<file path="src/include/apc_defines.svh">
`ifndef APC_DEFINES_SVH
`define APC_DEFINES_SVH

// ****************************************************************
// Register map, byte addresses on the APB.
// ****************************************************************
`define APC_ADDR_W 12
`define APC_OFS_CTRL 12'h000
`define APC_OFS_STATUS 12'h004
`define APC_OFS_POS 12'h008
`define APC_OFS_REFUSED 12'h00c

// ****************************************************************
// Control register fields and reset value.
// ****************************************************************
`define APC_CTRL_RUN 0
`define APC_CTRL_SWREQ 1
`define APC_CTRL_QUAD 2
`define APC_CTRL_RESET 32'h0000_0005

// ****************************************************************
// Status register fields.
// ****************************************************************
`define APC_STAT_ABS 0
`define APC_STAT_GRAY 1
`define APC_STAT_POLINST 2
`define APC_STAT_BUSY 3
`define APC_STAT_BUFVALID 4
`define APC_STAT_BUFREADY 5

// ****************************************************************
// Timing: clock period and serial half bit time.
// ****************************************************************
`define APC_CLK_NS 40
`define APC_SER_HALF_NS 400
`define APC_SER_HALF_CYC ((`APC_SER_HALF_NS + `APC_CLK_NS - 1) / `APC_CLK_NS)

`endif

</file>
<file path="src/include/apc_pkg.sv">
package apc_pkg;

  // Strap settings as read from the board jumpers; one means installed.
  typedef struct packed {
    logic encFamily;  // Installed turns absolute mode and quadrature off.
    logic codeFormat; // Installed selects Gray input data.
    logic polarity;   // Installed adds the extra inversion.
  } apc_straps_t;

  // Pseudo quadrature output group.
  typedef struct packed {
    logic a;    // Phase A.
    logic b;    // Phase B.
    logic zero; // Zero position marker.
  } apc_quad_t;

  // Serializer states.
  typedef enum logic {
    SER_IDLE,
    SER_SHIFT
  } apc_ser_state_t;

endpackage : apc_pkg

</file>
<file path="src/logic/apc_buffer.sv">
`timescale 1ns/1ns
// ****************************************************************
// Small shift-register buffer; the head entry is a register, so the
// read data always comes straight from a flip-flop.
// ****************************************************************
module apc_buffer #(
  parameter int WIDTH = 12, // Word width.
  parameter int DEPTH = 2   // Number of entries.
) (
  input wire logic clk,               // System clock.
  input wire logic rst_n,             // Asynchronous reset, active low.
  input wire logic inValid,           // Writer offers a word.
  output logic inReady,               // Buffer has room.
  input wire logic [WIDTH-1:0] inData, // Word being written.
  output logic outValid,              // Head entry holds a word.
  input wire logic outReady,          // Reader takes the head word.
  output logic [WIDTH-1:0] outData    // Head word.
);

  logic [WIDTH-1:0] entry [DEPTH];   // Storage, entry zero is the head.
  logic [DEPTH:0] fill;              // Number of words held.
  logic push;                        // Word accepted this cycle.
  logic pop;                         // Word removed this cycle.

  assign inReady = (fill < (DEPTH + 1)'(DEPTH));
  assign outValid = (fill != '0);
  assign outData = entry[0];
  assign push = inValid && inReady;
  assign pop = outValid && outReady;

  // Fill level; a push and a pop together leave it unchanged.
  always_ff @(posedge clk or negedge rst_n) begin
    if (!rst_n) begin
      fill <= '0;
    end else if (push && !pop) begin
      fill <= fill + 1'b1;
    end else if (pop && !push) begin
      fill <= fill - 1'b1;
    end
  end

  // Entries below the last shift toward the head on a pop; a push loads the first free entry.
  genvar i;
  generate
    for (i = 0; i < DEPTH; i++) begin : g_entry
      always_ff @(posedge clk or negedge rst_n) begin
        if (!rst_n) begin
          entry[i] <= '0;
        end else if (push && ((pop ? fill - 1'b1 : fill) == (DEPTH + 1)'(i))) begin
          entry[i] <= inData;
        end else if (pop && (i < DEPTH - 1)) begin
          entry[i] <= entry[(i < DEPTH - 1) ? i + 1 : i];
        end
      end
    end
  endgenerate

endmodule : apc_buffer

</file>
<file path="src/logic/apc_conditioner.sv">
`timescale 1ns/1ns
`include "apc_defines.svh"
// Summary of operation
// - Absolute mode whenever family strap is removed.
// - Straps pick Gray/binary and high/low true.
// - Gray low true: invert, then convert.
// - Binary low true: invert only.
// - Gray high true: convert only.
// - Binary high true: pass word unchanged.
// - Shift word out only on processor request.
// - Pseudo quadrature A, B, zero from position.
// - Input stage inverts every encoder bit.
// - Installed polarity strap adds second inversion.
// - Reversed mounting corrected by flipping polarity strap.
// - Position taken from twelve single ended inputs.
module apc_conditioner #(
  parameter int POS_W = 12,                        // Position inputs.
  parameter int HALF_CYC = `APC_SER_HALF_CYC,      // Cycles per half bit.
  parameter int BUF_DEPTH = 2                      // Buffer entries.
) (
  input wire logic clk,                            // System clock.
  input wire logic rst_n,                          // Asynchronous reset.
  input wire logic psel,                           // APB select.
  input wire logic penable,                        // APB access phase.
  input wire logic pwrite,                         // APB direction.
  input wire logic [`APC_ADDR_W-1:0] paddr,        // APB byte address.
  input wire logic [31:0] pwdata,                  // APB write data.
  output logic [31:0] prdata,                      // APB read data.
  output logic pready,                             // APB ready.
  output logic pslverr,                            // APB error.
  input wire logic [POS_W-1:0] encLines,           // Encoder pin levels.
  input wire apc_pkg::apc_straps_t straps,         // Jumper levels.
  input wire logic xferReq,                        // Processor request.
  input wire logic serHold,                        // Receiver stall.
  output logic serClk,                             // Serial clock.
  output logic serData,                            // Serial data, MSB first.
  output logic serFrame,                           // High during a word.
  output apc_pkg::apc_quad_t quad,                 // Pseudo quadrature.
  output logic absMode                             // Absolute mode active.
);

  // ****************************************************************
  // Helper functions.
  // ****************************************************************

  // Gray to binary, the top bit kept and each lower bit chained.
  function automatic logic [POS_W-1:0] grayToBin(input logic [POS_W-1:0] g);
    logic [POS_W-1:0] b;
    b = '0;
    b[POS_W-1] = g[POS_W-1];
    for (int k = POS_W - 2; k >= 0; k--) begin
      b[k] = b[k+1] ^ g[k];
    end
    return b;
  endfunction : grayToBin

  // Address decode, shared by the registered read data and the error answer.
  function automatic logic regHit(input logic [`APC_ADDR_W-1:0] a);
    return (a == `APC_OFS_CTRL) || (a == `APC_OFS_STATUS) ||
           (a == `APC_OFS_POS) || (a == `APC_OFS_REFUSED);
  endfunction : regHit

  // ****************************************************************
  // Input synchronisers.
  // ****************************************************************

  logic [POS_W-1:0] encS1, encS2, encS3; // Position synchroniser stages.
  logic [2:0] strS1, strS2, strS3;       // Strap synchroniser stages.
  logic [1:0] ctlS1, ctlS2, ctlS3;       // Request and hold stages.
  logic [POS_W-1:0] encStable;           // Last agreed position word.
  apc_pkg::apc_straps_t strStable;       // Last agreed straps.
  logic holdStable;                      // Agreed stall level.

  // Three stages each; the first only feeds the second.
  always_ff @(posedge clk or negedge rst_n) begin
    if (!rst_n) begin
      encS1 <= '0;
      encS2 <= '0;
      encS3 <= '0;
      strS1 <= '0;
      strS2 <= '0;
      strS3 <= '0;
      ctlS1 <= '0;
      ctlS2 <= '0;
      ctlS3 <= '0;
    end else begin
      encS1 <= encLines;
      encS2 <= encS1;
      encS3 <= encS2;
      strS1 <= straps;
      strS2 <= strS1;
      strS3 <= strS2;
      ctlS1 <= {serHold, xferReq};
      ctlS2 <= ctlS1;
      ctlS3 <= ctlS2;
    end
  end

  // A change counts only once the second and third stages agree.
  // This also rejects a word caught mid transition on the pins.
  always_ff @(posedge clk or negedge rst_n) begin
    if (!rst_n) begin
      encStable <= '0;
      strStable <= '0;
      holdStable <= 1'b0;
    end else begin
      if (encS2 == encS3) begin
        encStable <= encS2;
      end
      if (strS2 == strS3) begin
        strStable <= strS2;
      end
      if (ctlS2[1] == ctlS3[1]) begin
        holdStable <= ctlS2[1];
      end
    end
  end

  // Request edge: the second and third stages agree on a new high.
  logic hwReqEdge; // One cycle on a rising request.
  logic reqSeen;   // Request level already counted.
  assign hwReqEdge = ctlS2[0] && ctlS3[0] && !reqSeen;
  always_ff @(posedge clk or negedge rst_n) begin
    if (!rst_n) begin
      reqSeen <= 1'b0;
    end else if (ctlS2[0] == ctlS3[0]) begin
      reqSeen <= ctlS2[0];
    end
  end

  // ****************************************************************
  // Word conditioning.
  // ****************************************************************

  logic [POS_W-1:0] optoWord;   // Word after the optocoupler stage.
  logic [POS_W-1:0] polWord;    // Word after the polarity stage.
  logic [POS_W-1:0] condWord;   // Binary position.
  logic [POS_W-1:0] position;   // Registered binary position.

  // The input stage inverts every line.
  assign optoWord = ~encStable;
  // Installed polarity strap undoes it for high true encoders; removed
  // leaves low true data inverted. Flipping the strap also corrects a
  // reversed mounting.
  assign polWord = strStable.polarity ? ~optoWord : optoWord;
  // Gray data is decoded after the polarity stage; binary is not.
  assign condWord = strStable.codeFormat ? grayToBin(polWord) : polWord;

  // Absolute mode whenever the family strap is removed.
  always_ff @(posedge clk or negedge rst_n) begin
    if (!rst_n) begin
      absMode <= 1'b0;
      position <= '0;
    end else begin
      absMode <= !strStable.encFamily;
      position <= condWord;
    end
  end

  // ****************************************************************
  // Register file over APB.
  // ****************************************************************

  logic [31:0] ctrl;            // Control register.
  logic [31:0] refused;         // Requests lost to a full buffer.
  logic [31:0] readWord;        // Read mux output.
  logic apbWrite;               // Write takes effect this edge.
  logic swReq;                  // Software request pulse.
  logic bufInReady;             // Buffer has room.
  logic bufOutValid;            // Buffer holds a word.
  logic [POS_W-1:0] bufOutData; // Head word of the buffer.
  apc_pkg::apc_ser_state_t serState; // Serializer state.

  assign apbWrite = psel && penable && pready && pwrite;

  // Read mux; reserved bits read as zero.
  always_comb begin
    readWord = '0;
    case (paddr)
      `APC_OFS_CTRL: begin
        readWord = ctrl;
      end
      `APC_OFS_STATUS: begin
        readWord[`APC_STAT_ABS] = absMode;
        readWord[`APC_STAT_GRAY] = strStable.codeFormat;
        readWord[`APC_STAT_POLINST] = strStable.polarity;
        readWord[`APC_STAT_BUSY] = (serState == apc_pkg::SER_SHIFT);
        readWord[`APC_STAT_BUFVALID] = bufOutValid;
        readWord[`APC_STAT_BUFREADY] = bufInReady;
      end
      `APC_OFS_POS: begin
        readWord[POS_W-1:0] = position;
      end
      `APC_OFS_REFUSED: begin
        readWord = refused;
      end
      default: begin
        readWord = '0;
      end
    endcase
  end

  // One wait state, so that ready and read data both leave flip-flops.
  always_ff @(posedge clk or negedge rst_n) begin
    if (!rst_n) begin
      pready <= 1'b0;
      pslverr <= 1'b0;
      prdata <= '0;
    end else if (psel && penable && !pready) begin
      pready <= 1'b1;
      pslverr <= !regHit(paddr);
      prdata <= (pwrite || !regHit(paddr)) ? 32'h0000_0000 : readWord;
    end else begin
      pready <= 1'b0;
      pslverr <= 1'b0;
    end
  end

  // Control register; the request bit is a strobe and never stored.
  always_ff @(posedge clk or negedge rst_n) begin
    if (!rst_n) begin
      ctrl <= `APC_CTRL_RESET;
      swReq <= 1'b0;
    end else begin
      swReq <= apbWrite && (paddr == `APC_OFS_CTRL) && pwdata[`APC_CTRL_SWREQ];
      if (apbWrite && (paddr == `APC_OFS_CTRL)) begin
        ctrl <= pwdata & 32'h0000_0005;
      end
    end
  end

  // ****************************************************************
  // Request capture into the buffer.
  // ****************************************************************

  logic reqTake; // A request that may start a transfer.
  assign reqTake = (hwReqEdge || swReq) && absMode && ctrl[`APC_CTRL_RUN];

  // Refused count; a refusal in the clearing cycle still counts.
  always_ff @(posedge clk or negedge rst_n) begin
    if (!rst_n) begin
      refused <= '0;
    end else if (reqTake && !bufInReady) begin
      refused <= (apbWrite && (paddr == `APC_OFS_REFUSED)) ? 32'h0000_0001 : refused + 1'b1;
    end else if (apbWrite && (paddr == `APC_OFS_REFUSED)) begin
      refused <= '0;
    end
  end

  logic serPop; // Serializer takes the head word.
  assign serPop = (serState == apc_pkg::SER_IDLE);

  apc_buffer #(
    .WIDTH(POS_W),
    .DEPTH(BUF_DEPTH)
  ) u_buffer (
    .clk(clk),
    .rst_n(rst_n),
    .inValid(reqTake),
    .inReady(bufInReady),
    .inData(position),
    .outValid(bufOutValid),
    .outReady(serPop),
    .outData(bufOutData)
  );

  // ****************************************************************
  // Serializer.
  // ****************************************************************

  logic [POS_W-1:0] shiftReg; // Bits still to send, next at the top.
  logic [4:0] bitsLeft;       // Bits remaining in the word.
  logic [15:0] halfCnt;       // Half bit timer.
  logic halfTick;             // Half bit elapsed.

  // A stall only holds the line between bits, with the clock low.
  assign halfTick = (halfCnt == 16'(HALF_CYC - 1)) && !(holdStable && !serClk);

  // Half bit timer runs only while a word is on the line.
  always_ff @(posedge clk or negedge rst_n) begin
    if (!rst_n) begin
      halfCnt <= '0;
    end else if (serState != apc_pkg::SER_SHIFT || halfTick) begin
      halfCnt <= '0;
    end else if (halfCnt != 16'(HALF_CYC - 1)) begin
      halfCnt <= halfCnt + 1'b1;
    end
  end

  // Data changes with the falling clock; the receiver samples on rise.
  always_ff @(posedge clk or negedge rst_n) begin
    if (!rst_n) begin
      serState <= apc_pkg::SER_IDLE;
      shiftReg <= '0;
      bitsLeft <= '0;
      serClk <= 1'b0;
      serData <= 1'b0;
      serFrame <= 1'b0;
    end else begin
      case (serState)
        apc_pkg::SER_IDLE: begin
          serClk <= 1'b0;
          if (bufOutValid) begin
            shiftReg <= bufOutData << 1;
            serData <= bufOutData[POS_W-1];
            bitsLeft <= 5'(POS_W);
            serFrame <= 1'b1;
            serState <= apc_pkg::SER_SHIFT;
          end else begin
            serFrame <= 1'b0;
            serData <= 1'b0;
          end
        end
        apc_pkg::SER_SHIFT: begin
          if (halfTick && !serClk) begin
            serClk <= 1'b1;
          end else if (halfTick) begin
            serClk <= 1'b0;
            if (bitsLeft == 5'd1) begin
              serFrame <= 1'b0;
              serData <= 1'b0;
              serState <= apc_pkg::SER_IDLE;
            end else begin
              serData <= shiftReg[POS_W-1];
              shiftReg <= shiftReg << 1;
              bitsLeft <= bitsLeft - 1'b1;
            end
          end
        end
        default: begin
          serState <= apc_pkg::SER_IDLE;
        end
      endcase
    end
  end

  // ****************************************************************
  // Pseudo quadrature from the binary position.
  // ****************************************************************

  // Two low bits walk the four quadrature states; zero marks count 0.
  always_ff @(posedge clk or negedge rst_n) begin
    if (!rst_n) begin
      quad <= '0;
    end else if (absMode && ctrl[`APC_CTRL_QUAD]) begin
      quad.a <= position[1];
      quad.b <= position[1] ^ position[0];
      quad.zero <= (position == '0);
    end else begin
      quad <= '0;
    end
  end

endmodule : apc_conditioner

</file>
<file path="config.mk">
export PLATFORM = sky130hd
export DESIGN_NAME = apc_conditioner
export DESIGN_NICKNAME = d
export VERILOG_FILES = /design/src/include/apc_pkg.sv /design/src/logic/apc_buffer.sv /design/src/logic/apc_conditioner.sv
export VERILOG_INCLUDE_DIRS = /design/src /design/src/include
export SDC_FILE = /design/constraint.sdc
export NUM_CORES = 1
export LEC_CHECK = 0
export BUFFER_PORTS_ARGS = -buffer_cell sky130_fd_sc_hd__buf_2
export CAP_MARGIN = 20
export CELL_PAD_IN_SITES_DETAIL_PLACEMENT = 1
export CELL_PAD_IN_SITES_GLOBAL_PLACEMENT = 1
export CORE_UTILIZATION = 47
export CTS_CLUSTER_SIZE = 16
export DETAILED_ROUTE_END_ITERATION = 6
export PLACE_DENSITY_LB_ADDON = 0.12
export SETUP_SLACK_MARGIN = 0.05
export SYNTH_ARGS = -nofsm -noshare
export SYNTH_HDL_FRONTEND = slang
export SYNTH_SLANG_ARGS = --single-unit
</file>
<file path="constraint.sdc">
create_clock -name clk -period 2.6 [get_ports clk]
set_input_delay 0.26 -clock clk [delete_from_list [all_inputs] [get_ports clk]]
set_output_delay 0.26 -clock clk [all_outputs]
set_load 0.03 [all_outputs]
</file>
==> run_results.csv, run 1 <==
group,metric,value,unit
cts,clockBufferDepth,3,
finish,final_util,0.580,
finish,final_cell_mix,"dfrtp_1, buf_2, nand2_1",
grt,antenna_found_initial,0,
drt,drt_iter0_drc,187,
sta,fin_skew,25.7,ps
grt,use_met1,0.312,
hold_path,whs_path_depth,2,
worst_setup_path,worstSetupStartpoint,"halfCnt[1]$_DFFE_PN0P_",
sta,fin_crit_sh,0.911,
worst_setup_path,r2r_start,"halfCnt[1]$_DFFE_PN0P_",
finish,syn_to_final_growth,19.5,%
synth,synth_nets,849,
place,dp.cells,1100,
finish,fin_nets,964,
worst_setup_path,crit_path_max_fanout,21,
drt,wl,22300,um
floorplanning,die_area,20100,um2
floorplanning,start_util,0.485,
grt,grt_use_total,0.238,
drt,drcViolationCount,0,
synth,synth_edf_count,0,
worst_setup_path,worstPathRequired,3000,ps
cts,cts-root-buf,"clkbuf_16",
synth,syn_area_per_cell,11.9,um2
place,dp_hpwl,14900,um
cts,cts_tree,"built",
cts,cts_resized,0,
hold_path,hp-start,"pwrite",
synth,syn-cell-area,9200,um2
place,portBuffers,77,
sta,finalCriticalPeriod,2370,ps
floorplanning,row_count,50,
cts,clock_latency,530,ps
finish,diodes,0,
grt,grt.overflow.total,0,
synth,syn-instance-count,772,
place,dp_slack,220,ps
power_and_ir_drop,p_per_area,780,nW/um2
synth,ys_async_sr_fraction,1.00,
worst_setup_path,r2r-end,"bitsLeft[1]$_DFFE_PN0P_",
floorplanning,ios,107,
worst_setup_path,r2r_slack,230,ps
worst_setup_path,r2r_cells,7,
sta,rsz0062_at_grt,"no",
finish,finalNonFillerCells,1164,
power_and_ir_drop,p_total,8.58,mW
sta,setup_viol,0,
synth,synth.distinct_cells,61,
sta,fmax,0.422,GHz
cts,ctsHoldBuffers,21,
cts,cts_setup_buffers,0,
grt,grt_pass1_vias,6965,
drt,drt_pass1_iterations,4,
grt,gr-usage-met3,0.0273,
cts,cts_buffers,24,
sta,slew_headroom,0.552,
synth,synth_seq_area_share,0.588,
floorplanning,die_height,142,um
worst_setup_path,crit_path_end_kind,"flop",
sta,tightest_slew,668,ps
place,gp_congestion,0.807,
floorplanning,die_w,142,um
drt,avgViaCountPerCell,5.40,
cts,clock-sinks,216,
finish,drive_gt1_frac,0.206,
hold_path,min-delay-path-class,"in2reg",
finish,final_common_cell,"dfrtp_1",
floorplanning,core_area,19000,um2
hold_path,worstHoldEndpoint,"prdata[4]$_DFFE_PN0P_",
synth,yosys_register_bits,216,
sta,finalHoldViolations,0,
finish,fillers,1962,
synth,yosys_most_used_dff,"dfrtp_1",
worst_setup_path,crit_type,"reg2reg",
sta,slew_violations,0,
drt,via_count,6286,
power_and_ir_drop,ir_drop,657,uV
grt,grt_pass1_wl,37400,um
run,drv_cap,0,
sta,worst_slack,232,ps
synth,yosysWarningCount,0,
grt,top_usage_layer,"met2",
cts,path_clk_slew,60,ps
run_status,status,"finished, final reports clean",
cts,htreeDepth,1,
sta,tns,0,ps
power_and_ir_drop,total_leakage_power,5.18,nW
worst_setup_path,critPathArrivalTime,2760,ps
drt,ant_nets,0,
grt,grt_use_met2,0.418,
worst_setup_path,startpoint_type,"flop",
drt,wl_per_cell,19.2,um
grt,grt_max_degree,74,
[kinds of logic after synthesis]
| group | synth area share |
|---|---|
| mux | 0.0765 |
| fa+ha+maj | 0.0161 |
| xor+xnor | 0.0882 |
| compound gates | 0.0837 |
| simple gates | 0.125 |
| buf+inv | 0.0222 |
| flops | 0.588 |
[cells in the mapped netlist (all sizes together), types with 8 or more instances]
library cell    n  area share
a21oi          22       0.012
a22o           23       0.022
and3            9      0.0063
buf            11      0.0059
clkbuf         18      0.0073
dfrtp         214        0.58
ha             11       0.015
inv            22      0.0090
mux2           30       0.037
mux2i          32       0.035
nand2          67       0.027
nand3          19       0.013
nand4          17       0.012
nor2           56       0.023
nor3            8      0.0044
nor4           10      0.0075
o21ai          55       0.030
or3            13      0.0088
xnor2          49       0.047
xor2           27       0.026
[where the power goes]
group	internal [mW]	switching [mW]
Sequential	3.63	0.375
Clock	2.04	1.37
Combinational	0.519	0.636
[sequential cells by signal, indices dropped and copies added, names as in the netlist, 5 cells and up]
name / flops
encS2: 12
u_buffer.entry: 12
refused: 32
bitsLeft: 5
u_buffer.outData: 12
shiftReg: 11
encStable: 12
encS1: 12
halfCnt: 16
encS3: 12
position: 12
prdata: 32
[routing by layer]
metal / wire length [um] / share of wire
met1: 9660 / 0.43
met2: 11500 / 0.52
met3: 558 / 0.025
met4: 580 / 0.026
met5: 0 / 0
[through the flow]
step                cell area, um2  hold WS [ps]
detailed placement            9970           326
global route                 11000          24.4
floorplan                     9200         -35.6
global placement              9970           321
CTS                          11000          2.36
finish                       11000          16.2
[how the worst max path moves through the flow]
| stage | to | slack (ps) | cells past startpoint |
|---|---|---|---|
| after floorplan | u_buffer.fill[2]$_DFFE_PN0P_ | 330 | 10 |
| after global placement | bitsLeft[1]$_DFFE_PN0P_ | 370 | 7 |
| after detailed placement | bitsLeft[1]$_DFFE_PN0P_ | 220 | 7 |
| after CTS | bitsLeft[1]$_DFFE_PN0P_ | 230 | 7 |
| after global routing | bitsLeft[1]$_DFFE_PN0P_ | 80 | 7 |
| final | bitsLeft[1]$_DFFE_PN0P_ | 230 | 7 |
[critical path: stages (launching register included)]
cell and delay [ps]:
dfrtp_1 400, inv_1 80, ha_1 140, or4b_1 490
nor4_2 430, o21ai_1 210, buf_4 250, o31ai_1 260
[final cells by class]
class | instances | area (um2) | area share
repair buffers | 118 | 779 | 0.0709
well taps | 260 | 325 | 0.0296
clock inverters | 10 | 121 | 0.0110
multi-input cells | 505 | 3590 | 0.327
flip-flops and latches | 216 | 5410 | 0.492
clock buffers | 33 | 684 | 0.0623
inverters | 22 | 82.6 | 0.00751
(Power assumes the default switching activity.)
==> run 2: changes to the inputs <==
Settings changed: CELL_PAD_IN_SITES_DETAIL_PLACEMENT 1 to 0, CELL_PAD_IN_SITES_GLOBAL_PLACEMENT 1 to 2, CORE_UTILIZATION 47 to 39.
==> run_results.csv, run 2 (synthesis gave the netlist of run 1 again) <==
group,metric,value,unit
grt,grt.overflow.total,0,
finish,fillers,2125,
drt,avgViaCountPerCell,4.99,
worst_setup_path,r2r_cells,8,
power_and_ir_drop,p_int,6.44,mW
floorplanning,core_area,22800,um2
grt,grt_pass1_vias,6428,
cts,cts_tree,"built",
worst_setup_path,crit_path_end_kind,"flop",
drt,via_count,6098,
hold_path,min-delay-path-class,"in2reg",
sta,fin_crit_sh,0.872,
sta,slew_violations,0,
floorplanning,die_w,156,um
sta,worst_slack,332,ps
power_and_ir_drop,power.switching,2.35,mW
place,dp.cells,1155,
sta,fmax,0.441,GHz
grt,grt_use_met2,0.286,
drt,drcViolationCount,0,
sta,timing.hold.ws,25.9,ps
worst_setup_path,cp-endpoint,"halfCnt[1]$_DFFE_PN0P_",
power_and_ir_drop,p_total,8.79,mW
worst_setup_path,r2r_slack,330,ps
power_and_ir_drop,pwr-share-comb,0.131,
worst_setup_path,r2r_start,"halfCnt[1]$_DFFE_PN0P_",
power_and_ir_drop,swShare,0.267,
floorplanning,row_count,55,
power_and_ir_drop,p_per_area,789,nW/um2
grt,gr-usage-met3,0.0286,
cts,cts_setup_buffers,0,
floorplanning,die_height,156,um
floorplanning,ios,107,
run_status,status,"finished, final reports clean",
sta,slew_headroom,0.612,
finish,largestRegisters,"prdata: 32 flops, refused: 32 flops, halfCnt: 16 flops",
sta,fin_skew,15.3,ps
finish,final_common_cell,"dfrtp_1",
sta,tns,0,ps
place,gp_congestion,0.769,
finish,fin_nets,967,
worst_setup_path,critPathArrivalTime,2660,ps
sta,rsz0062_at_grt,"no",
cts,htreeDepth,1,
drt,ant_nets,0,
cts,cts_buffers,25,
finish,finalNonFillerCells,1221,
finish,syn_to_final_growth,21.2,%
drt,wl,20100,um
worst_setup_path,r2r-end,"halfCnt[1]$_DFFE_PN0P_",
hold_path,whs_path_depth,2,
sta,finalHoldViolations,0,
place,dp_hpwl,13800,um
place,dp_slack,263,ps
worst_setup_path,worstPathRequired,2990,ps
drt,wl_per_cell,16.5,um
place,portBuffers,77,
cts,cts-root-buf,"clkbuf_16",
cts,clock_latency,520,ps
finish,final_cell_mix,"dfrtp_1, buf_2, nand2_1",
grt,antenna_found_initial,0,
cts,clock-sinks,216,
floorplanning,start_util,0.402,
run,drv_cap,0,
cts,path_clk_slew,60,ps
grt,top_usage_layer,"met2",
worst_setup_path,startpoint_type,"flop",
sta,finalCriticalPeriod,2270,ps
floorplanning,die_area,24200,um2
finish,drive_gt1_frac,0.210,
power_and_ir_drop,total_leakage_power,5.24,nW
grt,grt_use_total,0.172,
grt,use_met1,0.237,
sta,setup_viol,0,
worst_setup_path,crit_type,"reg2reg",
power_and_ir_drop,p_clk_frac,0.415,
sta,tightest_slew,578,ps
worst_setup_path,crit_path_max_fanout,14,
worst_setup_path,worstSetupStartpoint,"halfCnt[1]$_DFFE_PN0P_",
cts,clockBufferDepth,3,
grt,grt_pass1_wl,33300,um
grt,grt_max_degree,65,
power_and_ir_drop,p_seq_frac,0.454,
drt,drt_pass1_iterations,4,
finish,diodes,0,
power_and_ir_drop,ir_drop,518,uV
drt,drt_iter0_drc,274,
[run 2: cell types whose count changed in the layout (fill, tap and decap cells not counted)]
cell        delta
bufinv_16      +1
inv_6          +1
clkbuf_16      +1
buf_4          +2
clkbuf_8       +2
nor4_4         +1
buf_8          +1
clkinv_2       +1
clkbuf_1       -1
clkinv_8       -1
clkinvlp_4     -3
nor4_2         -1
[run 2: final cells by class]
type | count | area, um2 | area share
clock inverters | 9 | 126 | 0.0113
multi-input cells | 505 | 3600 | 0.323
well taps | 313 | 392 | 0.0351
repair buffers | 120 | 796 | 0.0714
inverters | 22 | 82.6 | 0.00741
clock buffers | 36 | 747 | 0.0670
flip-flops and latches | 216 | 5410 | 0.485
[run 2: stage by stage]
step                 util  area [um2]
floorplan               -        9200
CTS                 0.488       11100
detailed placement  0.440       10100
global placement    0.440       10100
finish              0.488       11100
global route        0.488       11100
[run 2: repair_timing]
action | CTS | global route
hold buffers | 21 | 0
resized for setup | 0 | 1
endpoints found under the hold margin | 78 | 0
setup endpoints to repair | 0 | 1
[run 2: routing by layer]
metal / vias to the layer above / part of all wire
li1: 2943 / -
met1: 3040 / 0.48
met2: 94 / 0.47
met3: 21 / 0.033
met4: 0 / 0.017
met5: - / 0
[run 2: power by group through the flow]
stage	clock, mW	combinational (mW)	sequential (mW)
final	3.65	1.15	3.99
after global routing	3.88	1.30	4.03
after CTS	3.78	1.16	3.99
after detailed placement	0	1.13	4.04
after global placement	0	1.09	4.03
after floorplan	0	0.774	3.93
[run 2: worst max-delay path, cell delays in order, from the launching register on]
cell and delay [ps]:
dfrtp_1 390, inv_1 90, ha_1 160, or4b_1 520
nor4b_2 280, nand2_1 210, o21ai_2 170, buf_4 210
o31ai_1 100
[run 2: worst min-delay path by stage]
| stage | startpoint | to | slack (ps) |
|---|---|---|---|
| 4_1_cts | pwdata[2] | ctrl[2]$_DFFE_PN1P_ | 8 |
| 3_3_place_gp | rst_n | halfCnt[5]$_DFFE_PN0P_ | 240 |
| 3_5_place_dp | rst_n | halfCnt[6]$_DFFE_PN0P_ | 250 |
| 2_1_floorplan | rst_n | absMode$_DFF_PN0_ | -40 |
| 6_report | pwdata[2] | ctrl[2]$_DFFE_PN1P_ | 30 |
| 5_1_grt | pwdata[2] | ctrl[2]$_DFFE_PN1P_ | 10 |
